===== config.mk =====
export PLATFORM = sky130hd
export DESIGN_NAME = sfdp_otp_ctrl
export DESIGN_NICKNAME = d
export VERILOG_FILES = /design/src/sfdp_otp_pkg.sv /design/src/sfdp_tail_rom.sv /design/src/sfdp_otp_ctrl.sv
export SDC_FILE = /design/constraint.sdc
export NUM_CORES = 1
export LEC_CHECK = 0
export BUFFER_PORTS_ARGS = -buffer_cell sky130_fd_sc_hd__buf_2
export CORE_AREA = 2 2 86 104
export DETAILED_ROUTE_END_ITERATION = 10
export DIE_AREA = 0 0 88 106
export GPL_TIMING_DRIVEN = 0
export PLACE_DENSITY = 0.75
export RECOVER_POWER = 50
export SLEW_MARGIN = 15
export SYNTH_ARGS = -nofsm -noshare
export SYNTH_HDL_FRONTEND = slang
export SYNTH_SLANG_ARGS = --single-unit

===== constraint.sdc =====
create_clock -name mclk_in -period 2.15 [get_ports mclk_in]
set_clock_uncertainty 0.2 [all_clocks]
set_input_delay 0.43 -clock mclk_in [delete_from_list [all_inputs] [get_ports mclk_in]]
set_output_delay 0.43 -clock mclk_in [all_outputs]
set_load 0.005 [all_outputs]

===== src/sfdp_otp_pkg.sv =====
/*
 Package for the parameter-table tail and secure OTP mode control.
 Holds register offsets, field positions, table byte values and opcodes.
 Assumes a single 250 MHz clock and an APB master on the register side.
*/
package sfdp_otp_pkg;
    // APB register byte offsets
    localparam logic [7:0] OFS_CMD = 8'h00;
    localparam logic [7:0] OFS_STATUS = 8'h04;
    localparam logic [7:0] OFS_SEC = 8'h08;
    localparam logic [7:0] OFS_TBL_ADDR = 8'h0c;
    localparam logic [7:0] OFS_TBL_DATA = 8'h10;
    localparam logic [7:0] OFS_ACCESS = 8'h14;
    localparam logic [7:0] OFS_OTP_ADDR = 8'h18;
    // Opcodes
    localparam logic [7:0] OP_SUSPEND = 8'h75;
    localparam logic [7:0] OP_RESUME = 8'h7a;
    localparam logic [7:0] OP_OTP_ENTER = 8'hb1;
    localparam logic [7:0] OP_OTP_EXIT = 8'hc1;
    localparam logic [7:0] OP_WR_STATUS1 = 8'h01;
    localparam logic [7:0] OP_WR_STATUS2 = 8'h31;
    localparam logic [7:0] OP_WR_SEC = 8'h2f;
    localparam logic [7:0] OP_RD_SEC = 8'h2b;
    localparam logic [7:0] OP_RD_STATUS = 8'h05;
    localparam logic [7:0] OP_READ = 8'h03;
    localparam logic [7:0] OP_FAST_READ = 8'h0b;
    localparam logic [7:0] OP_QUAD_READ = 8'heb;
    localparam logic [7:0] OP_SFDP_READ = 8'h5a;
    localparam logic [7:0] OP_PROGRAM = 8'h02;
    localparam logic [7:0] OP_ERASE_4K = 8'h20;
    // Table window covered here, table bytes 5Ch..87h
    localparam logic [7:0] TBL_FIRST = 8'h5c;
    localparam logic [7:0] TBL_LAST = 8'h87;
    localparam logic [7:0] TBL_FILL = 8'hff;
    // Suspend word fields
    localparam int PRG_RTS_LSB = 9;
    localparam logic [3:0] PRG_RTS_VAL = 4'h0;
    localparam int PRG_SUSP_LSB = 13;
    localparam logic [4:0] PRG_SUSP_CNT = 5'h1d;
    localparam int PRG_SUSP_UNIT_LSB = 18;
    localparam logic [1:0] UNIT_1US = 2'h1;
    localparam int ERS_RTS_LSB = 20;
    localparam logic [3:0] ERS_RTS_VAL = 4'h0;
    localparam int ERS_SUSP_LSB = 24;
    localparam logic [4:0] ERS_SUSP_CNT = 5'h1d;
    localparam int ERS_SUSP_UNIT_LSB = 29;
    localparam int SUSP_SUPP_BIT = 31;
    // Deep power-down word fields
    localparam int BUSY_POLL_LSB = 2;
    localparam logic [5:0] BUSY_POLL_VAL = 6'h3d;
    localparam int DPD_EXIT_CNT_LSB = 8;
    localparam logic [4:0] DPD_EXIT_CNT = 5'h02;
    localparam int DPD_UNIT_LSB = 13;
    localparam int DPD_EXIT_OP_LSB = 15;
    localparam logic [7:0] DPD_EXIT_OP = 8'hab;
    localparam int DPD_ENTER_OP_LSB = 23;
    localparam logic [7:0] DPD_ENTER_OP = 8'hb9;
    localparam int DPD_SUPP_BIT = 31;
    // Quad word fields
    localparam int QPI_DIS_LSB = 0;
    localparam logic [3:0] QPI_DIS_VAL = 4'h9;
    localparam int QPI_EN_LSB = 4;
    localparam logic [4:0] QPI_EN_VAL = 5'h01;
    localparam int CONT_SUPP_BIT = 9;
    localparam int CONT_EXIT_LSB = 10;
    localparam logic [5:0] CONT_EXIT_VAL = 6'h3d;
    localparam int CONT_ENTER_LSB = 16;
    localparam logic [3:0] CONT_ENTER_VAL = 4'hc;
    localparam int QER_LSB = 20;
    localparam logic [2:0] QER_VAL = 3'h1;
    localparam int HOLD_DIS_BIT = 23;
    // Power-up protection bit in table 2 word at 84h
    localparam int PWRUP_PROT_BIT = 2;
    // OTP region geometry
    localparam logic [23:0] OTP_LAST = 24'h0001ff;
    localparam logic [23:0] ESN_LAST = 24'h00000f;
    // Security register bits
    localparam int SEC_FACTORY_BIT = 0;
    localparam int SEC_LOCK_BIT = 1;
endpackage


===== src/sfdp_tail_rom.sv =====
/*
 Read-only parameter-table tail: one byte per table address.
 Assumes the caller holds the address steady; output is combinational.
*/
`timescale 1ns/1ps
module sfdp_tail_rom
    import sfdp_otp_pkg::*;
(
    // Table byte address and data
    input wire logic [7:0] addr_in,
    output logic [7:0] data_out
);
    logic [31:0] w_susp;
    logic [31:0] w_dpd;
    logic [31:0] w_quad;
    logic [31:0] w_prot;
    logic [31:0] w_sel;
    logic [31:0] w_ops;

    // Suspend word 5Ch..5Fh, low byte from earlier fields
    assign w_susp = {1'b0, UNIT_1US, ERS_SUSP_CNT, ERS_RTS_VAL, UNIT_1US, PRG_SUSP_CNT,
                     PRG_RTS_VAL, 1'b1, 8'hec};
    // Suspend and resume opcodes 60h..63h
    assign w_ops = {OP_SUSPEND, OP_RESUME, OP_SUSPEND, OP_RESUME};
    // Busy polling and deep power-down 64h..67h
    assign w_dpd = {1'b0, DPD_ENTER_OP, DPD_EXIT_OP, UNIT_1US, DPD_EXIT_CNT,
                    BUSY_POLL_VAL, 2'h3};
    // Quad modes 68h..6Bh
    assign w_quad = {8'hff, 1'b0, QER_VAL, CONT_ENTER_VAL, CONT_EXIT_VAL, 1'b1,
                     QPI_EN_VAL, QPI_DIS_VAL};
    // Protection word 84h..87h, power-up unprotected
    assign w_prot = {16'hffff, 13'h0000, 1'b0, 2'h0};

    // Word select; unknown words read all ones
    assign w_sel = (addr_in[7:2] == 6'h17) ? w_susp :
                   (addr_in[7:2] == 6'h18) ? w_ops :
                   (addr_in[7:2] == 6'h19) ? w_dpd :
                   (addr_in[7:2] == 6'h1a) ? w_quad :
                   (addr_in[7:2] == 6'h1b) ? 32'h80c010e8 :
                   (addr_in[7:2] == 6'h20) ? 32'h20001700 :
                   (addr_in[7:2] == 6'h21) ? w_prot : {4{TBL_FILL}};
    // Little-endian byte pick
    assign data_out = w_sel[{addr_in[1:0], 3'b000} +: 8];
endmodule


===== src/sfdp_otp_ctrl.sv =====
/*
 Secure OTP mode command gate with parameter-table tail reads over APB.
 Software posts opcodes to a command register; the block tracks OTP mode,
 the lock-down bit, and decides which commands are accepted.
 Assumes one clock domain and an APB3 master; no pins are driven here.
*/
`timescale 1ns/1ps
module sfdp_otp_ctrl
    import sfdp_otp_pkg::*;
#(
    parameter logic FACTORY_LOCK = 1'b0
)
(
    // Clock and reset
    input wire logic mclk_in,
    input wire logic rst_b_in,
    // APB slave
    input wire logic psel_in,
    input wire logic penable_in,
    input wire logic pwrite_in,
    input wire logic [7:0] paddr_in,
    input wire logic [31:0] pwdata_in,
    output logic [31:0] prdata_out,
    output logic pready_out,
    output logic pslverr_out,
    // Mode and access status
    output logic otp_mode_out,
    output logic cmd_accept_out,
    output logic cmd_reject_out,
    output logic array_wr_en_out,
    output logic otp_wr_en_out
);
    logic otp_mode_r;
    logic lock_r;
    logic [7:0] tbl_addr_r;
    logic [7:0] last_op_r;
    logic [23:0] otp_addr_r;
    logic accept_r;
    logic reject_r;
    logic array_wr_r;
    logic otp_wr_r;
    logic [31:0] prdata_r;
    logic pready_r;
    logic pslverr_r;
    logic [7:0] tbl_byte;
    logic [7:0] op;

    // Access phase strobes; one wait state keeps read data registered
    wire access = psel_in && penable_in && !pready_r;
    wire wr_cmd = access && pwrite_in && (paddr_in == OFS_CMD);
    wire wr_sec = access && pwrite_in && (paddr_in == OFS_SEC);
    wire wr_tad = access && pwrite_in && (paddr_in == OFS_TBL_ADDR);
    wire wr_oad = access && pwrite_in && (paddr_in == OFS_OTP_ADDR);
    wire rd_tbl = access && !pwrite_in && (paddr_in == OFS_TBL_DATA);
    wire mapped = (paddr_in == OFS_CMD) || (paddr_in == OFS_STATUS) ||
                  (paddr_in == OFS_SEC) || (paddr_in == OFS_TBL_ADDR) ||
                  (paddr_in == OFS_TBL_DATA) || (paddr_in == OFS_ACCESS) ||
                  (paddr_in == OFS_OTP_ADDR);

    assign op = pwdata_in[7:0];

    // Opcode classes
    function automatic logic is_read_op(input logic [7:0] o);
        is_read_op = (o == OP_READ) || (o == OP_FAST_READ) || (o == OP_QUAD_READ) ||
                     (o == OP_RD_STATUS) || (o == OP_RD_SEC) || (o == OP_SFDP_READ) ||
                     (o == OP_OTP_EXIT);
    endfunction
    function automatic logic is_write_op(input logic [7:0] o);
        is_write_op = (o == OP_PROGRAM) || (o == OP_ERASE_4K);
    endfunction

    // OTP address inside the region
    wire otp_addr_ok = (otp_addr_r <= OTP_LAST);
    wire esn_addr = (otp_addr_r <= ESN_LAST);
    wire locked = lock_r || FACTORY_LOCK;

    // Command acceptance decision
    wire blk_reg_wr = otp_mode_r && ((op == OP_WR_STATUS1) || (op == OP_WR_STATUS2) ||
                      (op == OP_WR_SEC));
    wire blk_locked = otp_mode_r && locked && !is_read_op(op);
    wire blk_range = otp_mode_r && is_write_op(op) && !otp_addr_ok;
    wire cmd_ok = !blk_reg_wr && !blk_locked && !blk_range;
    wire sec_ok = !otp_mode_r && !lock_r;

    // Write permissions follow the accepted opcode
    wire arr_wr_nxt = wr_cmd && cmd_ok && is_write_op(op) && !otp_mode_r;
    wire otp_wr_nxt = wr_cmd && cmd_ok && is_write_op(op) && otp_mode_r && !locked;

    sfdp_tail_rom u_rom (
        .addr_in(tbl_addr_r),
        .data_out(tbl_byte)
    );

    // Read data mux
    wire [31:0] rd_mux = (paddr_in == OFS_CMD) ? {24'h000000, last_op_r} :
                         (paddr_in == OFS_STATUS) ? {28'h0000000, otp_wr_r, array_wr_r,
                                                     reject_r, otp_mode_r} :
                         (paddr_in == OFS_SEC) ? {30'h00000000, lock_r, FACTORY_LOCK} :
                         (paddr_in == OFS_TBL_ADDR) ? {24'h000000, tbl_addr_r} :
                         (paddr_in == OFS_TBL_DATA) ? {24'h000000, tbl_byte} :
                         (paddr_in == OFS_ACCESS) ? {30'h00000000, esn_addr, otp_addr_ok} :
                         (paddr_in == OFS_OTP_ADDR) ? {8'h00, otp_addr_r} : 32'h00000000;

    // OTP mode flag, volatile and cleared at reset
    always_ff @(posedge mclk_in or negedge rst_b_in)
    begin
        if (!rst_b_in)
            otp_mode_r <= 1'b0;
        else if (wr_cmd && op == OP_OTP_ENTER && cmd_ok)
            otp_mode_r <= 1'b1;
        else if (wr_cmd && op == OP_OTP_EXIT)
            otp_mode_r <= 1'b0;
    end

    // Lock-down bit only ever goes from 0 to 1
    always_ff @(posedge mclk_in or negedge rst_b_in)
    begin
        if (!rst_b_in)
            lock_r <= 1'b0;
        else if (wr_sec && sec_ok && pwdata_in[SEC_LOCK_BIT])
            lock_r <= 1'b1;
    end

    // Table address auto-increments per data read
    always_ff @(posedge mclk_in or negedge rst_b_in)
    begin
        if (!rst_b_in)
            tbl_addr_r <= TBL_FIRST;
        else if (wr_tad)
            tbl_addr_r <= pwdata_in[7:0];
        else if (rd_tbl)
            tbl_addr_r <= tbl_addr_r + 8'h01;
    end

    // OTP access address
    always_ff @(posedge mclk_in or negedge rst_b_in)
    begin
        if (!rst_b_in)
            otp_addr_r <= 24'h000000;
        else if (wr_oad)
            otp_addr_r <= pwdata_in[23:0];
    end

    // Command result pulses and last opcode
    always_ff @(posedge mclk_in or negedge rst_b_in)
    begin
        if (!rst_b_in)
        begin
            last_op_r <= 8'h00;
            accept_r <= 1'b0;
            reject_r <= 1'b0;
            array_wr_r <= 1'b0;
            otp_wr_r <= 1'b0;
        end
        else
        begin
            if (wr_cmd)
                last_op_r <= op;
            accept_r <= wr_cmd && cmd_ok;
            reject_r <= wr_cmd && !cmd_ok;
            array_wr_r <= arr_wr_nxt;
            otp_wr_r <= otp_wr_nxt;
        end
    end

    // APB answer one cycle into the access phase
    always_ff @(posedge mclk_in or negedge rst_b_in)
    begin
        if (!rst_b_in)
        begin
            prdata_r <= 32'h00000000;
            pready_r <= 1'b0;
            pslverr_r <= 1'b0;
        end
        else
        begin
            pready_r <= access;
            pslverr_r <= access && !mapped;
            prdata_r <= (access && !pwrite_in) ? rd_mux : 32'h00000000;
        end
    end

    assign prdata_out = prdata_r;
    assign pready_out = pready_r;
    assign pslverr_out = pslverr_r;
    assign otp_mode_out = otp_mode_r;
    assign cmd_accept_out = accept_r;
    assign cmd_reject_out = reject_r;
    assign array_wr_en_out = array_wr_r;
    assign otp_wr_en_out = otp_wr_r;

    // Checks
    a_enter_otp: assert property (@(posedge mclk_in) disable iff (!rst_b_in)
        (wr_cmd && op == OP_OTP_ENTER && cmd_ok) |=> otp_mode_r)
        else $error("enter did not set otp mode");
    a_exit_otp: assert property (@(posedge mclk_in) disable iff (!rst_b_in)
        (wr_cmd && op == OP_OTP_EXIT) |=> !otp_mode_r)
        else $error("exit did not clear otp mode");
    a_locked_no_prog: assert property (@(posedge mclk_in) disable iff (!rst_b_in)
        otp_wr_r |-> !$past(locked))
        else $error("otp written while locked");
    a_reg_wr_blocked: assert property (@(posedge mclk_in) disable iff (!rst_b_in)
        (wr_cmd && otp_mode_r && op == OP_WR_SEC) |=> reject_r && !accept_r)
        else $error("security write accepted in otp mode");
    a_locked_reads_only: assert property (@(posedge mclk_in) disable iff (!rst_b_in)
        (wr_cmd && otp_mode_r && locked && !is_read_op(op)) |=> reject_r)
        else $error("non-read accepted while locked");
    a_lock_sticky: assert property (@(posedge mclk_in) disable iff (!rst_b_in)
        $past(lock_r) |-> lock_r)
        else $error("lock bit cleared");
    a_array_blocked: assert property (@(posedge mclk_in) disable iff (!rst_b_in)
        array_wr_r |-> !$past(otp_mode_r))
        else $error("array write in otp mode");
    a_otp_range: assert property (@(posedge mclk_in) disable iff (!rst_b_in)
        otp_wr_r |-> $past(otp_addr_r) <= OTP_LAST)
        else $error("otp write out of range");
    a_tbl_ascend: assert property (@(posedge mclk_in) disable iff (!rst_b_in)
        (rd_tbl && !wr_tad) |=> tbl_addr_r == $past(tbl_addr_r) + 8'h01)
        else $error("table address not ascending");
    a_apb_answer: assert property (@(posedge mclk_in) disable iff (!rst_b_in)
        (psel_in && penable_in && !pready_r) |=> pready_r ##1 !pready_r)
        else $error("apb answer timing wrong");

    // Command result pulses; each taken opcode gives exactly one verdict
    a_pulse_excl: assert property (@(posedge mclk_in) disable iff (!rst_b_in)
        !(accept_r && reject_r))
        else $error("accept and reject together");
    a_accept_pulse: assert property (@(posedge mclk_in) disable iff (!rst_b_in)
        (wr_cmd && cmd_ok) |=> accept_r)
        else $error("accepted opcode gave no accept pulse");
    a_reject_pulse: assert property (@(posedge mclk_in) disable iff (!rst_b_in)
        (wr_cmd && !cmd_ok) |=> reject_r)
        else $error("blocked opcode gave no reject pulse");
    a_no_cmd_quiet: assert property (@(posedge mclk_in) disable iff (!rst_b_in)
        !wr_cmd |=> (!accept_r && !reject_r))
        else $error("verdict pulse without a command");
    a_wr_needs_acc: assert property (@(posedge mclk_in) disable iff (!rst_b_in)
        (array_wr_r || otp_wr_r) |-> accept_r)
        else $error("write enable without accept");
    a_wr_excl: assert property (@(posedge mclk_in) disable iff (!rst_b_in)
        !(array_wr_r && otp_wr_r))
        else $error("array and otp write together");
    a_otp_wr_mode: assert property (@(posedge mclk_in) disable iff (!rst_b_in)
        otp_wr_r |-> $past(otp_mode_r))
        else $error("otp write outside otp mode");
    a_array_wr_src: assert property (@(posedge mclk_in) disable iff (!rst_b_in)
        array_wr_r |-> $past(wr_cmd && is_write_op(op)))
        else $error("array write without program or erase");

    // Register writes that the OTP mode must swallow
    a_stat1_blocked: assert property (@(posedge mclk_in) disable iff (!rst_b_in)
        (wr_cmd && otp_mode_r && op == OP_WR_STATUS1) |=> reject_r)
        else $error("status write 1 accepted in otp mode");
    a_stat2_blocked: assert property (@(posedge mclk_in) disable iff (!rst_b_in)
        (wr_cmd && otp_mode_r && op == OP_WR_STATUS2) |=> reject_r)
        else $error("status write 2 accepted in otp mode");
    a_sec_otp_hold: assert property (@(posedge mclk_in) disable iff (!rst_b_in)
        (wr_sec && otp_mode_r) |=> lock_r == $past(lock_r))
        else $error("security bits changed in otp mode");
    a_lock_set: assert property (@(posedge mclk_in) disable iff (!rst_b_in)
        (wr_sec && !otp_mode_r && pwdata_in[SEC_LOCK_BIT]) |=> lock_r)
        else $error("lock write did not set lock");
    a_lock_rise_src: assert property (@(posedge mclk_in) disable iff (!rst_b_in)
        $rose(lock_r) |-> $past(wr_sec))
        else $error("lock set without security write");
    a_locked_no_wr: assert property (@(posedge mclk_in) disable iff (!rst_b_in)
        locked |-> !otp_wr_nxt)
        else $error("otp write armed while locked");
    a_range_reject: assert property (@(posedge mclk_in) disable iff (!rst_b_in)
        (wr_cmd && otp_mode_r && is_write_op(op) && !otp_addr_ok) |=> reject_r && !otp_wr_r)
        else $error("otp write beyond region accepted");
    a_esn_in_otp: assert property (@(posedge mclk_in) disable iff (!rst_b_in)
        esn_addr |-> otp_addr_ok)
        else $error("serial number area outside region");

    // Mode flag moves only on its two opcodes
    a_mode_rise_src: assert property (@(posedge mclk_in) disable iff (!rst_b_in)
        $rose(otp_mode_r) |-> $past(wr_cmd && op == OP_OTP_ENTER))
        else $error("otp mode set without enter");
    a_mode_fall_src: assert property (@(posedge mclk_in) disable iff (!rst_b_in)
        $fell(otp_mode_r) |-> $past(wr_cmd && op == OP_OTP_EXIT))
        else $error("otp mode cleared without exit");
    a_exit_accept: assert property (@(posedge mclk_in) disable iff (!rst_b_in)
        (wr_cmd && op == OP_OTP_EXIT) |=> accept_r)
        else $error("exit opcode not accepted");
    a_enter_fresh: assert property (@(posedge mclk_in) disable iff (!rst_b_in)
        (wr_cmd && op == OP_OTP_ENTER && !otp_mode_r) |=> otp_mode_r)
        else $error("enter from main array refused");
    a_mode_hold: assert property (@(posedge mclk_in) disable iff (!rst_b_in)
        !wr_cmd |=> otp_mode_r == $past(otp_mode_r))
        else $error("otp mode changed without command");
    a_last_op: assert property (@(posedge mclk_in) disable iff (!rst_b_in)
        wr_cmd |=> last_op_r == $past(op))
        else $error("last opcode not captured");

    // Address registers hold unless written or stepped
    a_tbl_hold: assert property (@(posedge mclk_in) disable iff (!rst_b_in)
        (!rd_tbl && !wr_tad) |=> tbl_addr_r == $past(tbl_addr_r))
        else $error("table address moved on its own");
    a_tbl_load: assert property (@(posedge mclk_in) disable iff (!rst_b_in)
        wr_tad |=> tbl_addr_r == $past(pwdata_in[7:0]))
        else $error("table address write lost");
    a_oad_hold: assert property (@(posedge mclk_in) disable iff (!rst_b_in)
        !wr_oad |=> otp_addr_r == $past(otp_addr_r))
        else $error("otp address moved on its own");

    // Bus answer shape; read data is zero outside the answer cycle
    a_ready_src: assert property (@(posedge mclk_in) disable iff (!rst_b_in)
        pready_r |-> $past(access))
        else $error("ready without access");
    a_ready_one: assert property (@(posedge mclk_in) disable iff (!rst_b_in)
        pready_r |=> !pready_r)
        else $error("ready longer than one cycle");
    a_err_with_rdy: assert property (@(posedge mclk_in) disable iff (!rst_b_in)
        pslverr_r |-> pready_r)
        else $error("error without ready");
    a_unmapped_err: assert property (@(posedge mclk_in) disable iff (!rst_b_in)
        (access && !mapped) |=> pslverr_r)
        else $error("unmapped access without error");
    a_rdata_idle: assert property (@(posedge mclk_in) disable iff (!rst_b_in)
        !pready_r |-> prdata_r == 32'h00000000)
        else $error("read data outside answer cycle");
    a_wr_rdata_zero: assert property (@(posedge mclk_in) disable iff (!rst_b_in)
        (pready_r && $past(pwrite_in)) |-> prdata_r == 32'h00000000)
        else $error("read data on a write answer");
endmodule


==> impl_metrics.env <==
export IMPL_synth_seq_cells=72
export IMPL_viasPerCell=5.82
export IMPL_clock_sinks=72
export IMPL_hp_class="primary input to register"
export IMPL_max_freq_mhz=448
export IMPL_worstSkewPairLatency_ns=0.37
export IMPL_htreeDepth=3
export IMPL_portBuffers=63
export IMPL_violations="setup timing"
export IMPL_die_area_mm2=0.00933
export IMPL_leakagePower_uw=0.00233
export IMPL_use_met1_pct=31.6
export IMPL_finalNetCount=543
export IMPL_wl_per_cell_um=18.2
export IMPL_fp_dieW_um=88
export IMPL_ys_warn_count=0
export IMPL_seq_area_frac_synth_pct=44.4
export IMPL_cp_start_kind="register"
export IMPL_synth_compound_area_share_pct=15.8
export IMPL_cp_max_fo=10
export IMPL_arrival_ns=2.31
export IMPL_synthAdderAreaFrac_pct=0.307
export IMPL_cts_tree="yes"
export IMPL_crit_type="register to register"
export IMPL_postSynth_asyncResetShare_pct=100
export IMPL_fin_area_mm2=0.00491
export IMPL_synth_area_leaders="dfrtp_1 42%, mux2_2 9.4%, and2_1 3.4%, nand2_1 2.7%, dfstp_2 2.6%"
export IMPL_initial_utilization_pct=48.6
export IMPL_synth_xor_area_share_pct=0.860
export IMPL_end_kind="register"
export IMPL_root_buffer="clkbuf_8"
export IMPL_ys_flop_type="dfrtp_1"
export IMPL_p_total_uw=2760
export IMPL_min_period_ns=2.23
export IMPL_met3_usage_pct=4.81
export IMPL_slew_headroom_pct=49.2
export IMPL_setup_violations=4
export IMPL_netlist_area_mm2=0.00407
export IMPL_hpwl_mm=8.32
export IMPL_busiest_layer="met2"
export IMPL_dr_pass1_iters=5
export IMPL_critPathRequiredTime_ns=2.22
export IMPL_ant_nets=0
export IMPL_syn_area_per_cell_um2=9.91
export IMPL_most_common_layout_cells="67 x dfrtp_1, 65 x buf_2, 34 x mux2_2"
export IMPL_drc=0
export IMPL_use_met2_pct=41.6
export IMPL_power_density_mw_per_mm2=561
export IMPL_drive_gt1_share_pct=35.1
export IMPL_tightest_slew_ns=0.762
export IMPL_core_region_area_mm2=0.00838
export IMPL_diodes=0
export IMPL_antenna_found_initial=0
export IMPL_synthToLayoutAreaGrowth_pct=20.7
export IMPL_gp_congestion=0.924
export IMPL_cap_violations=0
export IMPL_wirelength_mm=11.3
export IMPL_grt_pass1_vias=3539
export IMPL_rsz0062_at_grt="true"
export IMPL_num_rows=37
export IMPL_cts_buffers=9
export IMPL_die_h_um=106
export IMPL_grt_pass1_wl_mm=17.9
export IMPL_rr_worst_depth=7
export IMPL_synth_top_area_cell="dfrtp_1"
export IMPL_post_route_period_util_pct=104
export IMPL_grt_ovfl_total=0
export IMPL_vias=3601
export IMPL_fillers=766
export IMPL_cts_buffer_depth=2
export IMPL_yosys_area_share_simple_pct=22.6
export IMPL_synth_top_area_share_pct=41.8
export IMPL_finalHoldViolations=0
export IMPL_ir_drop_mv=0.536
export IMPL_grt_max_degree=44
export IMPL_ios=84
export IMPL_synth_edff_count=0
export IMPL_path_clk_slew_ns=0.09
export IMPL_muxShareOfSynthArea_pct=9.96
export IMPL_ys_types=71
export IMPL_synthCells=411
export IMPL_path_cells="buf_6, and3b_2, a21oi_1, nor2_1, a221oi_1, nor3_1, a221oi_2"
export IMPL_cp_slowest_cell="a221oi_1"
export IMPL_synth_top_family_by_area="simple AND/OR/NAND/NOR gates"
export IMPL_slew_viol_final=0
export IMPL_fin_ws_ns=-0.0840
export IMPL_drt_initial_drc_count=236
export IMPL_grt_usage_pct=25.3
export IMPL_dpl_cell_area_mm2=0.00458
export IMPL_outcome="finished, violations left"
export IMPL_holdPathStages=2
export IMPL_max_stage_delay_ns=0.44
export IMPL_layout_commonest_cell="dfrtp_1"
[registers in the layout (all words and copies together), names as in the netlist]
signal and count:
prdata_out 24, otp_wr_en_out 1, cmd_accept_out 1, otp_addr_r 24, pready_out 1, array_wr_en_out 1, lock_r 1, cmd_reject_out 1
pslverr_out 1, last_op_r 8, tbl_addr_r 8, otp_mode_out 1
[layer usage]
metal | routed length, um | part of all wire, %
met5 | 0 | 0
met4 | 308 | 2.7
met3 | 650 | 5.8
met2 | 5890 | 52
met1 | 4430 | 39
[path summary, 6_finish.rpt]
check                                          start                          to  slack [ns]
min                                     pwdata_in[8]   otp_addr_r[8]$_DFFE_PN0P_        0.08
min reg2reg                 last_op_r[1]$_DFFE_PN0P_    last_op_r[1]$_DFFE_PN0P_        0.30
max                        tbl_addr_r[6]$_DFFE_PN1P_     prdata_out[1]$_DFF_PN0_       -0.08
min in group asynchronous                   rst_b_in  otp_addr_r[13]$_DFFE_PN0P_        0.45
max in group asynchronous                   rst_b_in   tbl_addr_r[6]$_DFFE_PN1P_        0.54
max reg2reg                tbl_addr_r[6]$_DFFE_PN1P_     prdata_out[1]$_DFF_PN0_       -0.08
[through the flow]
| stage | worst slack (ns) | TNS (ns) | util [%] | instances | hold slack, ns |
|---|---|---|---|---|---|
| 5_1_grt | -0.0966 | -0.337 | 58.7 | 619 | 0.0866 |
| 3_3_place_gp | -0.383 | -15.15 | 54.4 | 598 | 0.284 |
| 4_1_cts | -0.0175 | -0.0480 | 58.2 | 617 | 0.0756 |
| 6_report | -0.0840 | -0.159 | 58.7 | 619 | 0.0842 |
| 2_1_floorplan | 0.0523 | 0 | - | 418 | -0.0656 |
| 3_5_place_dp | -0.417 | -17.67 | 54.7 | 599 | 0.181 |
[critical path: cells and delay by family, from the launching register on]
kind	cells	cell delay, ns
AOI/OAI and AO/OA	3	0.97
and+or+nand+nor	3	0.47
DFF	1	0.37
buffers and inverters	1	0.14
[final cells by class]
| type | count | area [um2] | area share [%] |
|---|---|---|---|
| Inverter | 8 | 30.0 | 0.611 |
| Buffer | 34 | 214 | 4.35 |
| Tap cell | 117 | 146 | 2.98 |
| Timing Repair Buffer | 73 | 403 | 8.20 |
| Clock inverter | 5 | 63.8 | 1.30 |
| Sequential cell | 72 | 1810 | 36.8 |
| Multi-Input combinational cell | 299 | 2110 | 42.9 |
| Clock buffer | 11 | 141 | 2.88 |
[kinds of logic (layout without fill, tap and decap cells)]
family | Yosys count | after routing
and+or+nand+nor | 159 | 159
AOI/OAI and AO/OA | 91 | 91
DFF | 72 | 72
buffers and inverters | 47 | 131
muxes | 36 | 36
xor gates and xnor gates | 4 | 4
adders and majority gates | 1 | 1
other | 1 | 8
[timing repair]
| action | in CTS | in global routing |
|---|---|---|
| setup buffers | 5 | 3 |
| hold endpoints to repair | 29 | 0 |
| pin swaps | 5 | 4 |
| resized for setup | 20 | 14 |
| hold buffers | 1 | 0 |
| endpoints found under the setup margin | 32 | 42 |
[cells in the mapped netlist (6+ instances only)]
master and count:
clkbuf_1 19, mux2_2 34, nand2_1 29, nor4_1 6
inv_1 8, o21ai_0 15, nor2_1 20, nand3_1 19
nand4_1 10, and2_1 22, dfrtp_1 68, a21oi_1 19
buf_2 8, buf_4 9, nor3_1 14
[where the power goes]
group	internal [uW]	switching [uW]
registers	1370	14.1
logic	97.2	159
clock network	578	541
total	2040	714
No activity file was read; power rests on OpenSTA's default activity.
